## config.mk

```make
export PLATFORM = sky130hd
export DESIGN_NAME = ebc_bus_ctrl
export DESIGN_NICKNAME = d
export VERILOG_FILES = /design/src/core/ebc_bus_ctrl.v /design/src/core/ebc_sync.v /design/src/core/ebc_system_clock_output.v
export VERILOG_INCLUDE_DIRS = /design/src /design/src/pkg
export SDC_FILE = /design/constraint.sdc
export NUM_CORES = 1
export LEC_CHECK = 0
export BUFFER_PORTS_ARGS = -buffer_cell sky130_fd_sc_hd__buf_2
export CAP_MARGIN = 20
export CORE_UTILIZATION = 35
export DETAILED_ROUTE_END_ITERATION = 6
export PLACE_DENSITY_LB_ADDON = 0.12
export REMOVE_ABC_BUFFERS = 1
export SYNTH_ARGS = -nofsm -noshare
export SYNTH_HDL_FRONTEND = slang
export SYNTH_SLANG_ARGS = --single-unit
```

## constraint.sdc

```tcl
create_clock -name clk_in -period 3.73 [get_ports clk_in]
set_input_delay 0.1865 -clock clk_in [delete_from_list [all_inputs] [get_ports clk_in]]
set_output_delay 0.1865 -clock clk_in [all_outputs]
set_load 0.01 [all_outputs]
```

## src/pkg/ebc_defs.vh

```
// Constants for the external bus control block.
// Assumes inclusion by bare name from core files.
`ifndef EBC_DEFS_VH
`define EBC_DEFS_VH
`define EBC_SIZE_LONG      2'h0
`define EBC_SIZE_BYTE      2'h1
`define EBC_SIZE_WORD      2'h2
`define EBC_SIZE_THREE     2'h3
`define EBC_ACK_WAIT       2'h3
`define EBC_ACK_PORT8      2'h2
`define EBC_ACK_PORT16     2'h1
`define EBC_ACK_RESERVED   2'h0
`define EBC_RESET_MIN_CYC  512
`define EBC_RESET_CNT_W    10
`define EBC_CLKDIV_W       4
`endif

```

## src/core/ebc_bus_ctrl.v

```verilog
// Function
// Both acknowledges negated: insert wait states, keep cycle running.
// Only low acknowledge asserted: finish cycle as 8-bit port.
// Only high acknowledge asserted: finish cycle as 16-bit port.
// Both asserted: reserved, treated as 16-bit port, usable for DMA.
// Address strobe marks valid address, space, size, direction.
// Data strobe requests read data, or marks valid write data.
// Size code gives bytes remaining: 01,10,11,00 for 1,2,3,4.
// Direction high for read, low for write.
// External requester pulls shared active-low request line.
// Grant output asserted low once master releases the bus.
// New master holds grant acknowledge low while it owns bus.
// Locked flag held over all cycles of read-modify-write.
// System reset resets all; instruction reset only externals.
// Driven reset line held at least 512 clocks.
// Suspend line halts bus; with bus fault requests retry.
// Suspend driven as output on double bus fault.
// Bus fault alone reports error; with suspend demands retry.
// Clock source select sampled at reset: high VCO, low crystal.
// System clock output, slowable in low-power stop.
// Breakpoint input low signals break; freeze high in background.
// Two active-low tracking outputs: prefetch and pipeline.
// Asynchronous handshake inputs synchronised before use.
//
// Bus master sequencer for the external asynchronous bus. The core side
// requests one transfer at a time; pins use separate in/out/oe signals.
`include "ebc_defs.vh"
module ebc_bus_ctrl (
    input  wire        clk_in,
    input  wire        resetn_in,
    // Core side
    input  wire        req_in,
    input  wire        read_in,
    input  wire        locked_in,
    input  wire        lock_end_in,
    input  wire [1:0]  size_in,
    input  wire [3:0]  space_in,
    input  wire        sys_reset_in,
    input  wire        instr_reset_in,
    input  wire        double_fault_in,
    input  wire        low_power_in,
    input  wire        frozen_in,
    input  wire        prefetch_in,
    input  wire        pipe_move_in,
    output wire        ready_out,
    output reg         done_out,
    output reg         fault_out,
    output reg         retry_out,
    output reg  [1:0]  port_size_out,
    output reg         dma32_out,
    output reg         clk_sel_vco_out,
    output reg         ext_reset_out,
    output reg         periph_reset_out,
    output reg         core_reset_out,
    output wire        break_req_out,
    // Pins
    input  wire        size_ack_high_n_in,
    input  wire        size_ack_low_n_in,
    input  wire        bus_fault_in_n_in,
    input  wire        mastership_request_n_in,
    input  wire        grant_acknowledge_n_in,
    input  wire        breakpoint_request_n_in,
    input  wire        clock_source_select_in,
    input  wire        reset_pin_in,
    input  wire        halt_pin_in,
    output wire        reset_pin_out,
    output wire        reset_pin_oe_out,
    output wire        halt_pin_out,
    output wire        halt_pin_oe_out,
    output reg         address_strobe_n_out,
    output reg         data_strobe_n_out,
    output reg         transfer_size_high_out,
    output reg         transfer_size_low_out,
    output reg         read_write_out,
    output reg  [3:0]  address_space_code_out,
    output reg         locked_cycle_flag_n_out,
    output reg         bus_grant_out_n_out,
    output reg         freeze_out,
    output reg         prefetch_indicator_n_out,
    output reg         pipeline_track_n_out,
    output wire        system_clock_output_out
);
    localparam ST_IDLE  = 3'h0;
    localparam ST_ADDR  = 3'h1;
    localparam ST_DATA  = 3'h2;
    localparam ST_END   = 3'h3;
    localparam ST_GRANT = 3'h4;
    // Grant has a state of its own, so no cycle can start under a grant

    wire [6:0] pins_sync;
    wire       ack_high_n = pins_sync[0];
    wire       ack_low_n  = pins_sync[1];
    wire       fault_n    = pins_sync[2];
    wire       request_n  = pins_sync[3];
    wire       gack_n     = pins_sync[4];
    wire       breakpoint_request_n     = pins_sync[5];
    wire       halt_n     = pins_sync[6];

    // Every asynchronous handshake input goes through the synchroniser
    ebc_sync #(
        .WIDTH    (7)
    ) u_sync (
        .clk_in   (clk_in),
        .resetn_in(resetn_in),
        .async_in ({halt_pin_in, breakpoint_request_n_in,
                    grant_acknowledge_n_in, mastership_request_n_in,
                    bus_fault_in_n_in, size_ack_low_n_in,
                    size_ack_high_n_in}),
        .sync_out (pins_sync)
    );

    // Low-power stop slows the reference by a fixed divisor; devices timed
    // from it must tolerate the step in rate
    ebc_system_clock_output u_system_clock_output (
        .clk_in        (clk_in),
        .resetn_in     (resetn_in),
        .half_period_in(low_power_in ? 4'h8 : 4'h1),
        .clk_out       (system_clock_output_out)
    );

    reg  [2:0] state;
    reg  [2:0] next_state;
    reg        locked;
    reg  [`EBC_RESET_CNT_W-1:0] reset_count;
    reg        reset_drive;
    reg        reset_kind_sys;
    reg        strap_taken;

    wire [1:0] ack_code  = {ack_high_n, ack_low_n};
    wire       ack_seen  = (ack_code != `EBC_ACK_WAIT);
    wire       halted    = !halt_n && fault_n;
    wire       retry_now = !fault_n && !halt_n;
    wire       fault_now = !fault_n && halt_n;
    // A slave lets go of its code only once the strobe rises, and the
    // synchroniser shows that some cycles later; a cycle started before
    // then would end at once on the stale code
    wire       bus_quiet = !ack_seen && fault_n;
    // A begun locked sequence stays locked until the core marks its last
    // cycle; a later request without the lock cannot open it
    wire       lock_next = locked || locked_in;

    assign ready_out     = (state == ST_IDLE) && !halted && request_n &&
                           bus_quiet;
    assign break_req_out = !breakpoint_request_n;

    always @* begin
        next_state = state;
        case (state)
            ST_IDLE: begin
                // A locked sequence keeps the bus; request waits for it
                if (!request_n && !locked) begin
                    next_state = ST_GRANT;
                end else if (req_in && !halted && bus_quiet) begin
                    next_state = ST_ADDR;
                end
            end
            ST_ADDR: next_state = ST_DATA;
            ST_DATA: begin
                // A fault ends the cycle even when no size code comes
                if (ack_seen || !fault_n) begin
                    next_state = ST_END;
                end
            end
            ST_END: next_state = ST_IDLE;
            ST_GRANT: begin
                // Hold grant until the new master has come and gone
                if (request_n && gack_n) begin
                    next_state = ST_IDLE;
                end
            end
            default: next_state = ST_IDLE;
        endcase
    end

    always @(posedge clk_in or negedge resetn_in) begin
        if (!resetn_in) begin
            state                   <= ST_IDLE;
            locked                  <= 1'b0;
            address_strobe_n_out    <= 1'b1;
            data_strobe_n_out       <= 1'b1;
            transfer_size_high_out  <= 1'b0;
            transfer_size_low_out   <= 1'b0;
            read_write_out          <= 1'b1;
            address_space_code_out  <= 4'h0;
            locked_cycle_flag_n_out <= 1'b1;
            bus_grant_out_n_out     <= 1'b1;
            done_out                <= 1'b0;
            fault_out               <= 1'b0;
            retry_out               <= 1'b0;
            port_size_out           <= 2'h0;
            dma32_out               <= 1'b0;
        end else begin
            state     <= next_state;
            done_out  <= 1'b0;
            fault_out <= 1'b0;
            retry_out <= 1'b0;
            if (state == ST_IDLE && next_state == ST_ADDR) begin
                // Space, size and direction settle with the strobe
                address_strobe_n_out   <= 1'b0;
                address_space_code_out <= space_in;
                transfer_size_high_out <= size_in[1];
                transfer_size_low_out  <= size_in[0];
                read_write_out         <= read_in;
                locked                 <= lock_next;
                locked_cycle_flag_n_out <= !lock_next;
                // Read asks the slave for data at once
                data_strobe_n_out      <= !read_in;
            end
            if (state == ST_ADDR) begin
                // Write data is on the bus one cycle after the address
                data_strobe_n_out <= 1'b0;
            end
            if (state == ST_DATA && next_state == ST_END) begin
                address_strobe_n_out <= 1'b1;
                data_strobe_n_out    <= 1'b1;
                // A fault beside a size code wins: the data is not trusted
                done_out             <= ack_seen && fault_n;
                fault_out            <= fault_now;
                retry_out            <= retry_now;
                dma32_out            <= (ack_code == `EBC_ACK_RESERVED);
                case (ack_code)
                    `EBC_ACK_PORT8:    port_size_out <= 2'h1;
                    `EBC_ACK_PORT16:   port_size_out <= 2'h2;
                    `EBC_ACK_RESERVED: port_size_out <= 2'h2;
                    default:           port_size_out <= 2'h0;
                endcase
            end
            if (state == ST_END && (lock_end_in || !locked)) begin
                locked                  <= 1'b0;
                locked_cycle_flag_n_out <= 1'b1;
            end
            bus_grant_out_n_out <= !(next_state == ST_GRANT);
        end
    end

    // Reset line drive: hold for exactly the minimum count. A trigger
    // that arrives while the line is driven is dropped, not restarted,
    // so a stream of triggers cannot hold the line down for ever.
    always @(posedge clk_in or negedge resetn_in) begin
        if (!resetn_in) begin
            reset_count      <= {`EBC_RESET_CNT_W{1'b0}};
            reset_drive      <= 1'b0;
            reset_kind_sys   <= 1'b0;
            ext_reset_out    <= 1'b0;
            periph_reset_out <= 1'b0;
            core_reset_out   <= 1'b0;
        end else begin
            ext_reset_out    <= 1'b0;
            periph_reset_out <= 1'b0;
            core_reset_out   <= 1'b0;
            if (!reset_drive && (sys_reset_in || instr_reset_in)) begin
                reset_drive    <= 1'b1;
                reset_kind_sys <= sys_reset_in;
                reset_count    <= {`EBC_RESET_CNT_W{1'b0}};
            end else if (reset_drive) begin
                ext_reset_out    <= 1'b1;
                periph_reset_out <= 1'b1;
                core_reset_out   <= reset_kind_sys;
                if (reset_count == `EBC_RESET_MIN_CYC - 1) begin
                    reset_drive <= 1'b0;
                end else begin
                    reset_count <= reset_count + 10'h001;
                end
            end
        end
    end

    assign reset_pin_out    = 1'b0;
    assign reset_pin_oe_out = reset_drive;
    assign halt_pin_out     = 1'b0;
    assign halt_pin_oe_out  = double_fault_in;
    // Both open-drain pins only pull low; the pull-up gives the high level

    // Strap is caught by the first clocked edge after release. The pin is
    // read raw: it is held steady through reset, so no synchroniser delay
    // is worth paying here.
    always @(posedge clk_in or negedge resetn_in) begin
        if (!resetn_in) begin
            strap_taken     <= 1'b0;
            clk_sel_vco_out <= 1'b1;
        end else if (!strap_taken) begin
            strap_taken     <= 1'b1;
            clk_sel_vco_out <= clock_source_select_in;
        end
    end

    // Debug and tracking pins are registered so that they change with the
    // clock edge that external tools sample against
    always @(posedge clk_in or negedge resetn_in) begin
        if (!resetn_in) begin
            freeze_out               <= 1'b0;
            prefetch_indicator_n_out <= 1'b1;
            pipeline_track_n_out     <= 1'b1;
        end else begin
            freeze_out               <= frozen_in;
            prefetch_indicator_n_out <= !prefetch_in;
            pipeline_track_n_out     <= !pipe_move_in;
        end
    end
endmodule

```

## src/core/ebc_sync.v

```verilog
// Three-stage synchroniser for active-low pins; output changes once the
// second and third stages agree. Assumes one clock, async low reset.
module ebc_sync #(
    parameter WIDTH = 1
) (
    input  wire             clk_in,
    input  wire             resetn_in,
    input  wire [WIDTH-1:0] async_in,
    output reg  [WIDTH-1:0] sync_out
);
    reg [WIDTH-1:0] stage1;
    reg [WIDTH-1:0] stage2;
    reg [WIDTH-1:0] stage3;
    genvar i;
    generate
        for (i = 0; i < WIDTH; i = i + 1) begin : g_bit
            always @(posedge clk_in or negedge resetn_in) begin
                if (!resetn_in) begin
                    stage1[i]   <= 1'b1;
                    stage2[i]   <= 1'b1;
                    stage3[i]   <= 1'b1;
                    sync_out[i] <= 1'b1;
                end else begin
                    stage1[i] <= async_in[i];
                    stage2[i] <= stage1[i];
                    stage3[i] <= stage2[i];
                    if (stage2[i] == stage3[i]) begin
                        sync_out[i] <= stage3[i];
                    end
                end
            end
        end
    endgenerate
endmodule

```

## src/core/ebc_system_clock_output.v

```verilog
// System clock output divider; divisor 1 passes the clock through as a
// toggle at half rate. Assumes divisor changes only between periods.
`include "ebc_defs.vh"
module ebc_system_clock_output (
    input  wire                     clk_in,
    input  wire                     resetn_in,
    input  wire [`EBC_CLKDIV_W-1:0] half_period_in,
    output reg                      clk_out
);
    reg [`EBC_CLKDIV_W-1:0] count;
    always @(posedge clk_in or negedge resetn_in) begin
        if (!resetn_in) begin
            count   <= {`EBC_CLKDIV_W{1'b0}};
            clk_out <= 1'b0;
        end else if (count + 4'h1 >= half_period_in) begin
            count   <= {`EBC_CLKDIV_W{1'b0}};
            clk_out <= ~clk_out;
        end else begin
            count <= count + 4'h1;
        end
    end
endmodule

```

======== Word level (Yosys, flattened, before mapping) ========
Cells that the tools add are included.
word-level totals
  output and inout port bits .............. 31
  register bits after elaboration ......... 73
operators by class
  bitwise gates (word level) .............. 1
  multiplexer cells ....................... 30
  add/sub/neg operators ................... 2
  equal/unequal tests ..................... 19
  reduce and logical (&&, ||, !) cells .... 41
  $lt $le $gt $ge ......................... 1
operators with widths
  operator               number
  $mux 10                3
  $mux 1                 19
  $logic_and 1x1->1      16
  $logic_not 1->1        13
  $mux 3                 4
  $pmux 3 s4             1
  $add 10x1->10 const B  1
  $eq 10x9->1 const B    1
  $eq 3x2->1 const B     3
  $mux 4                 2
  $eq 1x1->1             7
  $eq 3x1->1 const B     2
  $eq 3x3->1 const B     2
  $reduce_bool 2->1      3
  $add 4x1->4 const B    1
  $ge 4x4->1             1
  $logic_or 1x1->1       4
  $ne 2x2->1 const B     2
  $pmux 2 s2             1
  $logic_not 3->1        1
  $reduce_bool 3->1      1
  $eq 2x1->1 const B     1
  $eq 2x2->1 const B     1
  $logic_not 2->1        1
  3 further kinds        3

======== Depth between registers and ports, before layout ========
Gate-level depths: netlist of run 1.
  depth in word-level cells ............... 13
  gate-level depth with buffers ........... 6
  depth with buffers taken out ............ 6

======== By module ========
From an unflattened synthesis of run 1, not the netlist that was laid out.
unflattened totals
  cell total of the unflattened synthesis .. 222
  area, all modules ....................... 2930.3 sq um
modules (own cells, without submodules)
  module                   area an instance (sq um)  times used  cells each
  ebc_bus_ctrl             1814.2                    1           159
  ebc_sync                 814.5                     1           35
  ebc_system_clock_output  301.5                     1           28

======== Least setup slack after synthesis of run 1 ========
No wires, ideal clock.
  kind .................................... register -> register
  start ................................... register u_sync.sync_out[6]
  end ..................................... register address_space_code_out[0]
  data arrival time ....................... 1.795 ns
  slack ................................... 1.810 ns
  stages on the path, launching flop included .. 5
  buffers on the path ..................... 1
  required time ........................... 3.605 ns
  period minus slack after synthesis ...... 1.920 ns
  cell sequence ........................... dfstp_2 or4b_4 buf_6 nor3_4 mux2_4
on the way
  longest elaborated chain between the ends .. 10
RTL lines
  what                              RTL line            source
  start: declaration                ebc_sync.v:9        output reg [WIDTH-1:0] sync_out
  start signal: indexed assignment  ebc_sync.v:28       sync_out[i] <= stage3[i];
  $logic_not 1->1                   ebc_bus_ctrl.v:131  wire halted = !halt_n && fault_n;
  $logic_and 1x1->1                 ebc_bus_ctrl.v:131
  $logic_not 1->1                   ebc_bus_ctrl.v:153  end else if (req_in && !halted && bus_quiet) begin
  $logic_and 1x1->1 (2 in a row)    ebc_bus_ctrl.v:153
  $mux 3                            ebc_bus_ctrl.v:153
  $mux 3                            ebc_bus_ctrl.v:151  if (!request_n && !locked) begin
  $pmux 3 s4                        ebc_bus_ctrl.v:148  case (state)
  $eq 3x1->1                        ebc_bus_ctrl.v:197  if (state == ST_IDLE && next_state == ST_ADDR) begin
  $logic_and 1x1->1                 ebc_bus_ctrl.v:197
  end signal: assignment            ebc_bus_ctrl.v:200  address_space_code_out <= space_in;
  end: declaration                  ebc_bus_ctrl.v:75   output reg [3:0] address_space_code_out,
No other way between the ends.
A chain may end at the register's enable or synchronous reset.

======== Worst setup path in the final report of run 1 ========
  start ................................... register u_sync.sync_out[6]
  end ..................................... output port ready_out
on the way
  longest elaborated chain between the ends .. 6
RTL lines
  what                            RTL line            source
  $logic_not 1->1                 ebc_bus_ctrl.v:131
  $logic_and 1x1->1               ebc_bus_ctrl.v:131
  $logic_not 1->1                 ebc_bus_ctrl.v:142  assign ready_out = (state == ST_IDLE) && !halted && request_n &&
  $logic_and 1x1->1 (3 in a row)  ebc_bus_ctrl.v:142
  end: declaration                ebc_bus_ctrl.v:45   output wire ready_out,
No other way between the ends.

==> results.tsv, run 1 <==
stage	metric	value	unit
synth	synth_edf_count	0	
worst_setup_path	required	3.54	ns
synth	ys_ff_latch	73	
timing	period_share	0.533	
drt	wl	4720	um
cts	insertion_delay	0.33	ns
floorplanning	die-area	8580	um2
global_route	antenna_found_initial	0	
floorplanning	core_area	7850	um2
synth	synth_common_cells	dfrtp_1, dfstp_2, inv_1, nand2_1, nor2_1	
timing	period_needed	1.99	ns
drt	drt_iter0_markers	49	
timing	final.setup.tns	0	ns
cts	clockBufferDepth	2	
floorplanning	start_util	0.367	
timing	hold_ws	-0.0371	ns
global_route	grt.total_usage	0.124	
drt	ant_nets	0	
drt	route.detailed.drc	0	
cts	cts_tree	yes	
cts	clk_pin_slew	0.07	ns
synth	yosysUniqueCellTypes	53	
finish	syn2layout_area_growth	22.4	%
synth	yosys.cell_count.top_type	dfrtp_1	
global_route	grt_overflow_total	0	
place	port_buffers	53	
synth	ys.flop_type	dfrtp_1	
cts	htreeDepth	3	
global_route	grt_max_degree	74	
drt	wl_per_cell	12.2	um
status	violations	hold timing	
floorplanning	io_pins	59	
worst_setup_path	endpoint_kind	primary output	
worst_setup_path	startpoint_type	flop	
pwr	p_leak	1.65	nW
timing	setup_viol	0	
timing	worstMarginPinSlew	0.888	ns
timing	maxSlewHeadroom	0.408	
timing	rsz0062_at_grt	no	
place	dp_hpwl	3170	um
timing	hold_violations	17	
floorplanning	fp.dieH	92.7	um
floorplanning	die_w	92.7	um
cts	cts.sinks	73	
cts	postCtsSetupRepairBufs	0	
worst_setup_path	worstPathArrival	1.80	ns
floorplanning	num_rows	32	
pwr	ir_worst_vdd	0.000190	V
worst_hold_path	min_path_type	in2async	
timing	max_freq	0.503	GHz
finish	drive_gt1_frac	0.412	
drt	via_count	1768	
synth	synth_top_area_frac	0.329	
synth	synth_area_leaders	dfstp_2, dfrtp_1, mux2_4	
cts	cts_buffers	9	
drt	first_pass_iters	4	
place	place_area	3220	um2
timing	finalClockSkew	0.00751	ns
drt	via_per_inst	4.58	
finish	n_antenna_cell	0	
synth	synth_seq_area_share	0.651	
pwr	finalPower	1.89	mW
synth	avgSynthCellArea	13.6	um2
run	cap_violations	0	
worst_setup_path	path_class	reg2out	
timing	slew_viol_final	0	
synth	synthArstFlopShare	1.00	
cts	cts_resized	0	
place	gp_congestion	0.774	
finish	fillerInstances	745	
synth	synthCells	212	
worst_setup_path	crit_fanout	6	
cts	clock-root-buffer	clkbuf_8	
synth	netlist_area	2880	um2
status	status	finished with violations	
global_route	grt_pass1_wl	8200	um
global_route	grt_pass1_vias	1753	
synth	synth_warnings	0	
finish	final_area	3520	um2
pwr	power.density	537	nW/um2
synth	synth_top_area_cell	dfstp_2	
finish	num-nets-final	311	
-- metrics by stage --
| stage | hold WS, ns | worst slack (ns) | instances | util |
|---|---|---|---|---|
| 2_1_floorplan | -0.109 | 1.87 | 205 | - |
| 3_3_place_gp | 0.292 | 1.76 | 360 | 0.411 |
| 3_5_place_dp | 0.294 | 1.74 | 360 | 0.411 |
| 4_1_cts | 0.00694 | 1.72 | 386 | 0.449 |
| 5_1_grt | 0.0259 | 1.68 | 386 | 0.449 |
| 6_report | -0.0371 | 1.74 | 386 | 0.449 |
-- where the power goes --
part | switching (mW) | total [mW] | internal (mW)
combinational | 0.141 | 0.280 | 0.140
sequential | 0.0838 | 1.00 | 0.918
clock | 0.265 | 0.609 | 0.344
-- placed cells by master, fill, tap and decap left out, types with 3 or more instances in the layout --
master         synthesis  layout
mux2_4                 7       7
conb_1                 2       3
and3_1                 4       4
buf_2                  0      52
mux2i_1                5       5
and2_1                 4       4
ha_1                   4       4
clkbuf_8               0      11
inv_1                 12      12
dfstp_2               36      36
xnor2_1                3       3
nand2_1               12      12
nor4_1                 3       3
nand3_1                7       7
a21oi_1                6       6
maj3_1                 7       7
nor2_1                 9       9
nor3_1                 4       4
dfrtp_1               37      37
dlygate4sd3_1          0      10
-- worst max-delay path, stage by stage, from the launching register on --
cell and delay (ns):
dfstp_2 0.55, or4b_4 0.52, nor3_1 0.22, buf_2 0.18
-- path summary, 6_finish.rpt --
| kind | from | end | slack (ns) | cells after the start |
|---|---|---|---|---|
| min in group clk_in | locked_in | locked_cycle_flag_n_out | 0.05 | 2 |
| max in group asynchronous | resetn_in | strap_taken | 3.17 | 1 |
| worst min register to register | u_sync.stage1[2] | u_sync.stage2[2] | 0.35 | 0 |
| worst max-delay path | u_sync.sync_out[6] | ready_out | 1.74 | 3 |
| worst min-delay path | resetn_in | dma32_out | -0.04 | 1 |
| worst max register to register | u_sync.sync_out[6] | address_space_code_out[0] | 1.76 | 3 |
-- cell families (layout without fill, tap and decap cells) --
family	Yosys count	count (layout)	synth area share
compound gates	29	29	0.0744
other cells	2	3	0.00261
buf+inv	20	91	0.0339
fa+ha+maj	11	11	0.0418
simple gates	58	58	0.119
flops	73	73	0.651
xor+xnor	4	4	0.0122
mux	15	15	0.0657
-- final cells by class --
type / count / area [um2] / area share
repair buffers: 63 / 368 / 0.104
multi-input cells: 120 / 911 / 0.259
flip-flops and latches: 73 / 1870 / 0.531
clock inverters: 3 / 40.0 / 0.0114
well taps: 102 / 128 / 0.0362
inverters: 12 / 45.0 / 0.0128
clock buffers: 13 / 159 / 0.0451
-- per-layer routing --
metal | up-vias | track usage | part of all wire
met4 | 0 | 0.0474 | 0.0085
met3 | 6 | 0.0443 | 0.060
met1 | 835 | 0.161 | 0.48
met5 | - | 0 | 0
met2 | 49 | 0.190 | 0.45
li1 | 878 | - | -
-- sequential cells by signal, summed over array words and instances (netlist names), 2 cells and up --
name / cells
u_system_clock_output.count: 4
u_sync.stage3: 7
reset_count: 10
u_sync.stage1: 7
address_space_code_out: 4
u_sync.sync_out: 7
u_sync.stage2: 7
state: 3
port_size_out: 2
-- repair_timing --
item,4_1_cts,5_1_grt
endpoints found under the setup margin,0,0
endpoints found under the hold margin,10,0
hold buffers,10,0
No activity file was read; power rests on OpenSTA's default activity.
==> inputs of run 2 (changes only) <==
==> constraint.sdc (replaced) <==
create_clock -name clk_in -period 1.9 [get_ports clk_in]
set_input_delay 0.095 -clock clk_in [delete_from_list [all_inputs] [get_ports clk_in]]
set_output_delay 0.095 -clock clk_in [all_outputs]
set_load 0.01 [all_outputs]
==> run 2 against run 1 <==
Compared with the run above: the run now ends clean; non-clock buffer count rose by 16; clock power rose by 120%; sequential cell count did not move; clock skew barely moved; sequential power rose by 97%; final area rose by 5.6%; cell count rose by 4.1%; register-to-register slack got worse by 1.7 ns; via count rose by 3.0%; largest cell class unchanged.
==> results.tsv, run 2 (same netlist as run 1, synthesis figures left out) <==
stage	metric	value	unit
worst_setup_path	crit-reg2reg-launch	u_sync.sync_out[6]	
pwr	ir_worst_vdd	0.000485	V
status	status	completed	
worst_setup_path	required	2.16	ns
place	dp_hpwl	3320	um
cts	clk_pin_slew	0.07	ns
drt	wl_met1	2380	um
global_route	grt.total_usage	0.127	
drt	wl	4910	um
timing	period_needed	1.83	ns
drt	via_count	1821	
cts	insertion_delay	0.33	ns
cts	clockBufferDepth	2	
floorplanning	num_rows	32	
drt	via_per_inst	4.53	
timing	rsz0062_at_grt	no	
worst_setup_path	cp.depth	3	
worst_setup_path	crit_fanout	6	
global_route	antenna_found_initial	0	
floorplanning	fp.dieH	92.7	um
worst_setup_path	startpoint_type	flop	
pwr	clkPwrFrac	0.340	
timing	final.setup.tns	0	ns
finish	largest_reg_flops	10	
timing	finalClockSkew	0.00752	ns
place	gp_congestion	0.716	
global_route	grt_pass1_vias	1850	
worst_hold_path	min_path_type	in2reg	
finish	fillerInstances	730	
drt	top_layer	met4	
worst_setup_path	rrSetupSlack	0.07	ns
pwr	internal-power	2.87	mW
floorplanning	die-area	8580	um2
floorplanning	start_util	0.367	
timing	maxSlewHeadroom	0.604	
drt	first_pass_iters	4	
timing	hold_violations	0	
worst_setup_path	endpoint_kind	flop	
cts	clock-root-buffer	clkbuf_8	
pwr	finalPower	3.86	mW
global_route	grt_max_degree	46	
finish	n_antenna_cell	0	
finish	syn2layout_area_growth	29.3	%
worst_setup_path	endpoint	read_write_out	
floorplanning	die_w	92.7	um
worst_setup_path	crit_family	simple AND/OR/NAND/NOR gates	
drt	wl_met2	2160	um
worst_setup_path	path_class	reg2reg	
place	port_buffers	53	
cts	cts_buffers	9	
drt	route.detailed.drc	0	
cts	cts_tree	yes	
place	place_area	3290	um2
drt	dr_wl_met3	321	um
floorplanning	io_pins	59	
worst_setup_path	worst-path-buf-inv	0	
pwr	power.density	1040	nW/um2
cts	cts.sinks	73	
pwr	p_leak	1.74	nW
worst_setup_path	cpPeakStageDelay	0.53	ns
pwr	power_switching	987	uW
worst_setup_path	crit_chain	or4b_4 -> or3_4 -> mux2_4	
drt	wl_per_cell	12.2	um
pwr	seqPwrFrac	0.510	
finish	num-nets-final	327	
global_route	grt_pass1_wl	8450	um
finish	final_common_cell	buf_2	
floorplanning	core_area	7850	um2
timing	max_freq	0.546	GHz
global_route	grt_overflow_total	0	
timing	slew_viol_final	0	
worst_setup_path	r2r-end	read_write_out	
pwr	combPwrFrac	0.150	
worst_setup_path	slowest_stage	dfstp_2	
pwr	p_sw_frac	0.256	
drt	drt_iter0_markers	72	
worst_setup_path	rr_worst_depth	3	
finish	drive_gt1_frac	0.417	
finish	final_area	3720	um2
drt	ant_nets	0	
finish	top_register	reset_count	
timing	setup_viol	0	
timing	period_share	0.963	
worst_setup_path	critPathLaunch	u_sync.sync_out[6]	
cts	htreeDepth	3	
worst_setup_path	worstPathArrival	2.09	ns
timing	worstMarginPinSlew	0.594	ns
run	cap_violations	0	
finish	layout_common_cells	buf_2, dfrtp_1, dfstp_2	
## run 2: timing repair
item                                    in CTS  in global routing
endpoints found under the setup margin       0                  1
buffers inserted                             0                  0
hold endpoints to repair                    47                  0
resized for setup                            0                  1
hold buffers                                20                  0
## run 2: area by class of cell
type | instances | area (um2) | share of cell area
well taps | 102 | 128 | 0.0343
repair buffers | 79 | 538 | 0.145
clock inverters | 5 | 78.8 | 0.0212
flip-flops and latches | 73 | 1870 | 0.503
clock buffers | 11 | 141 | 0.0380
multi-input cells | 120 | 916 | 0.246
inverters | 12 | 45.0 | 0.0121
## run 2: worst min-delay path by stage
stage / from / endpoint / cells past startpoint
floorplan: resetn_in / address_space_code_out[0] / 0
global placement: resetn_in / port_size_out[1] / 1
detailed placement: resetn_in / port_size_out[0] / 1
CTS: sys_reset_in / reset_kind_sys / 2
global route: sys_reset_in / reset_kind_sys / 2
finish: sys_reset_in / reset_kind_sys / 2
## run 2: through the flow
| step | instances | utilization | worst slack [ns] | hold WS (ns) |
|---|---|---|---|---|
| after floorplan | 205 | - | 0.0438 | -0.201 |
| after global placement | 366 | 0.420 | 0.0897 | 0.0431 |
| after detailed placement | 366 | 0.420 | 0.0853 | 0.0452 |
| after CTS | 402 | 0.473 | 0.0375 | 0.00108 |
| after global routing | 402 | 0.474 | 0.00505 | 0.0137 |
| final | 402 | 0.474 | 0.0698 | 0.0262 |
## run 2: metal layers
metal,up-vias,track usage
met5,-,0
met4,0,0.0385
met3,6,0.0542
met2,55,0.196
met1,851,0.163
li1,909,-
## run 2: power by group through the flow
stage / sequential, mW / clock, mW / combinational (mW)
2_1_floorplan: 2.00 / 0 / 0.315
5_1_grt: 1.99 / 1.45 / 0.661
6_report: 1.97 / 1.31 / 0.579
3_5_place_dp: 1.99 / 0 / 0.557
4_1_cts: 1.97 / 1.39 / 0.588
3_3_place_gp: 1.99 / 0 / 0.543
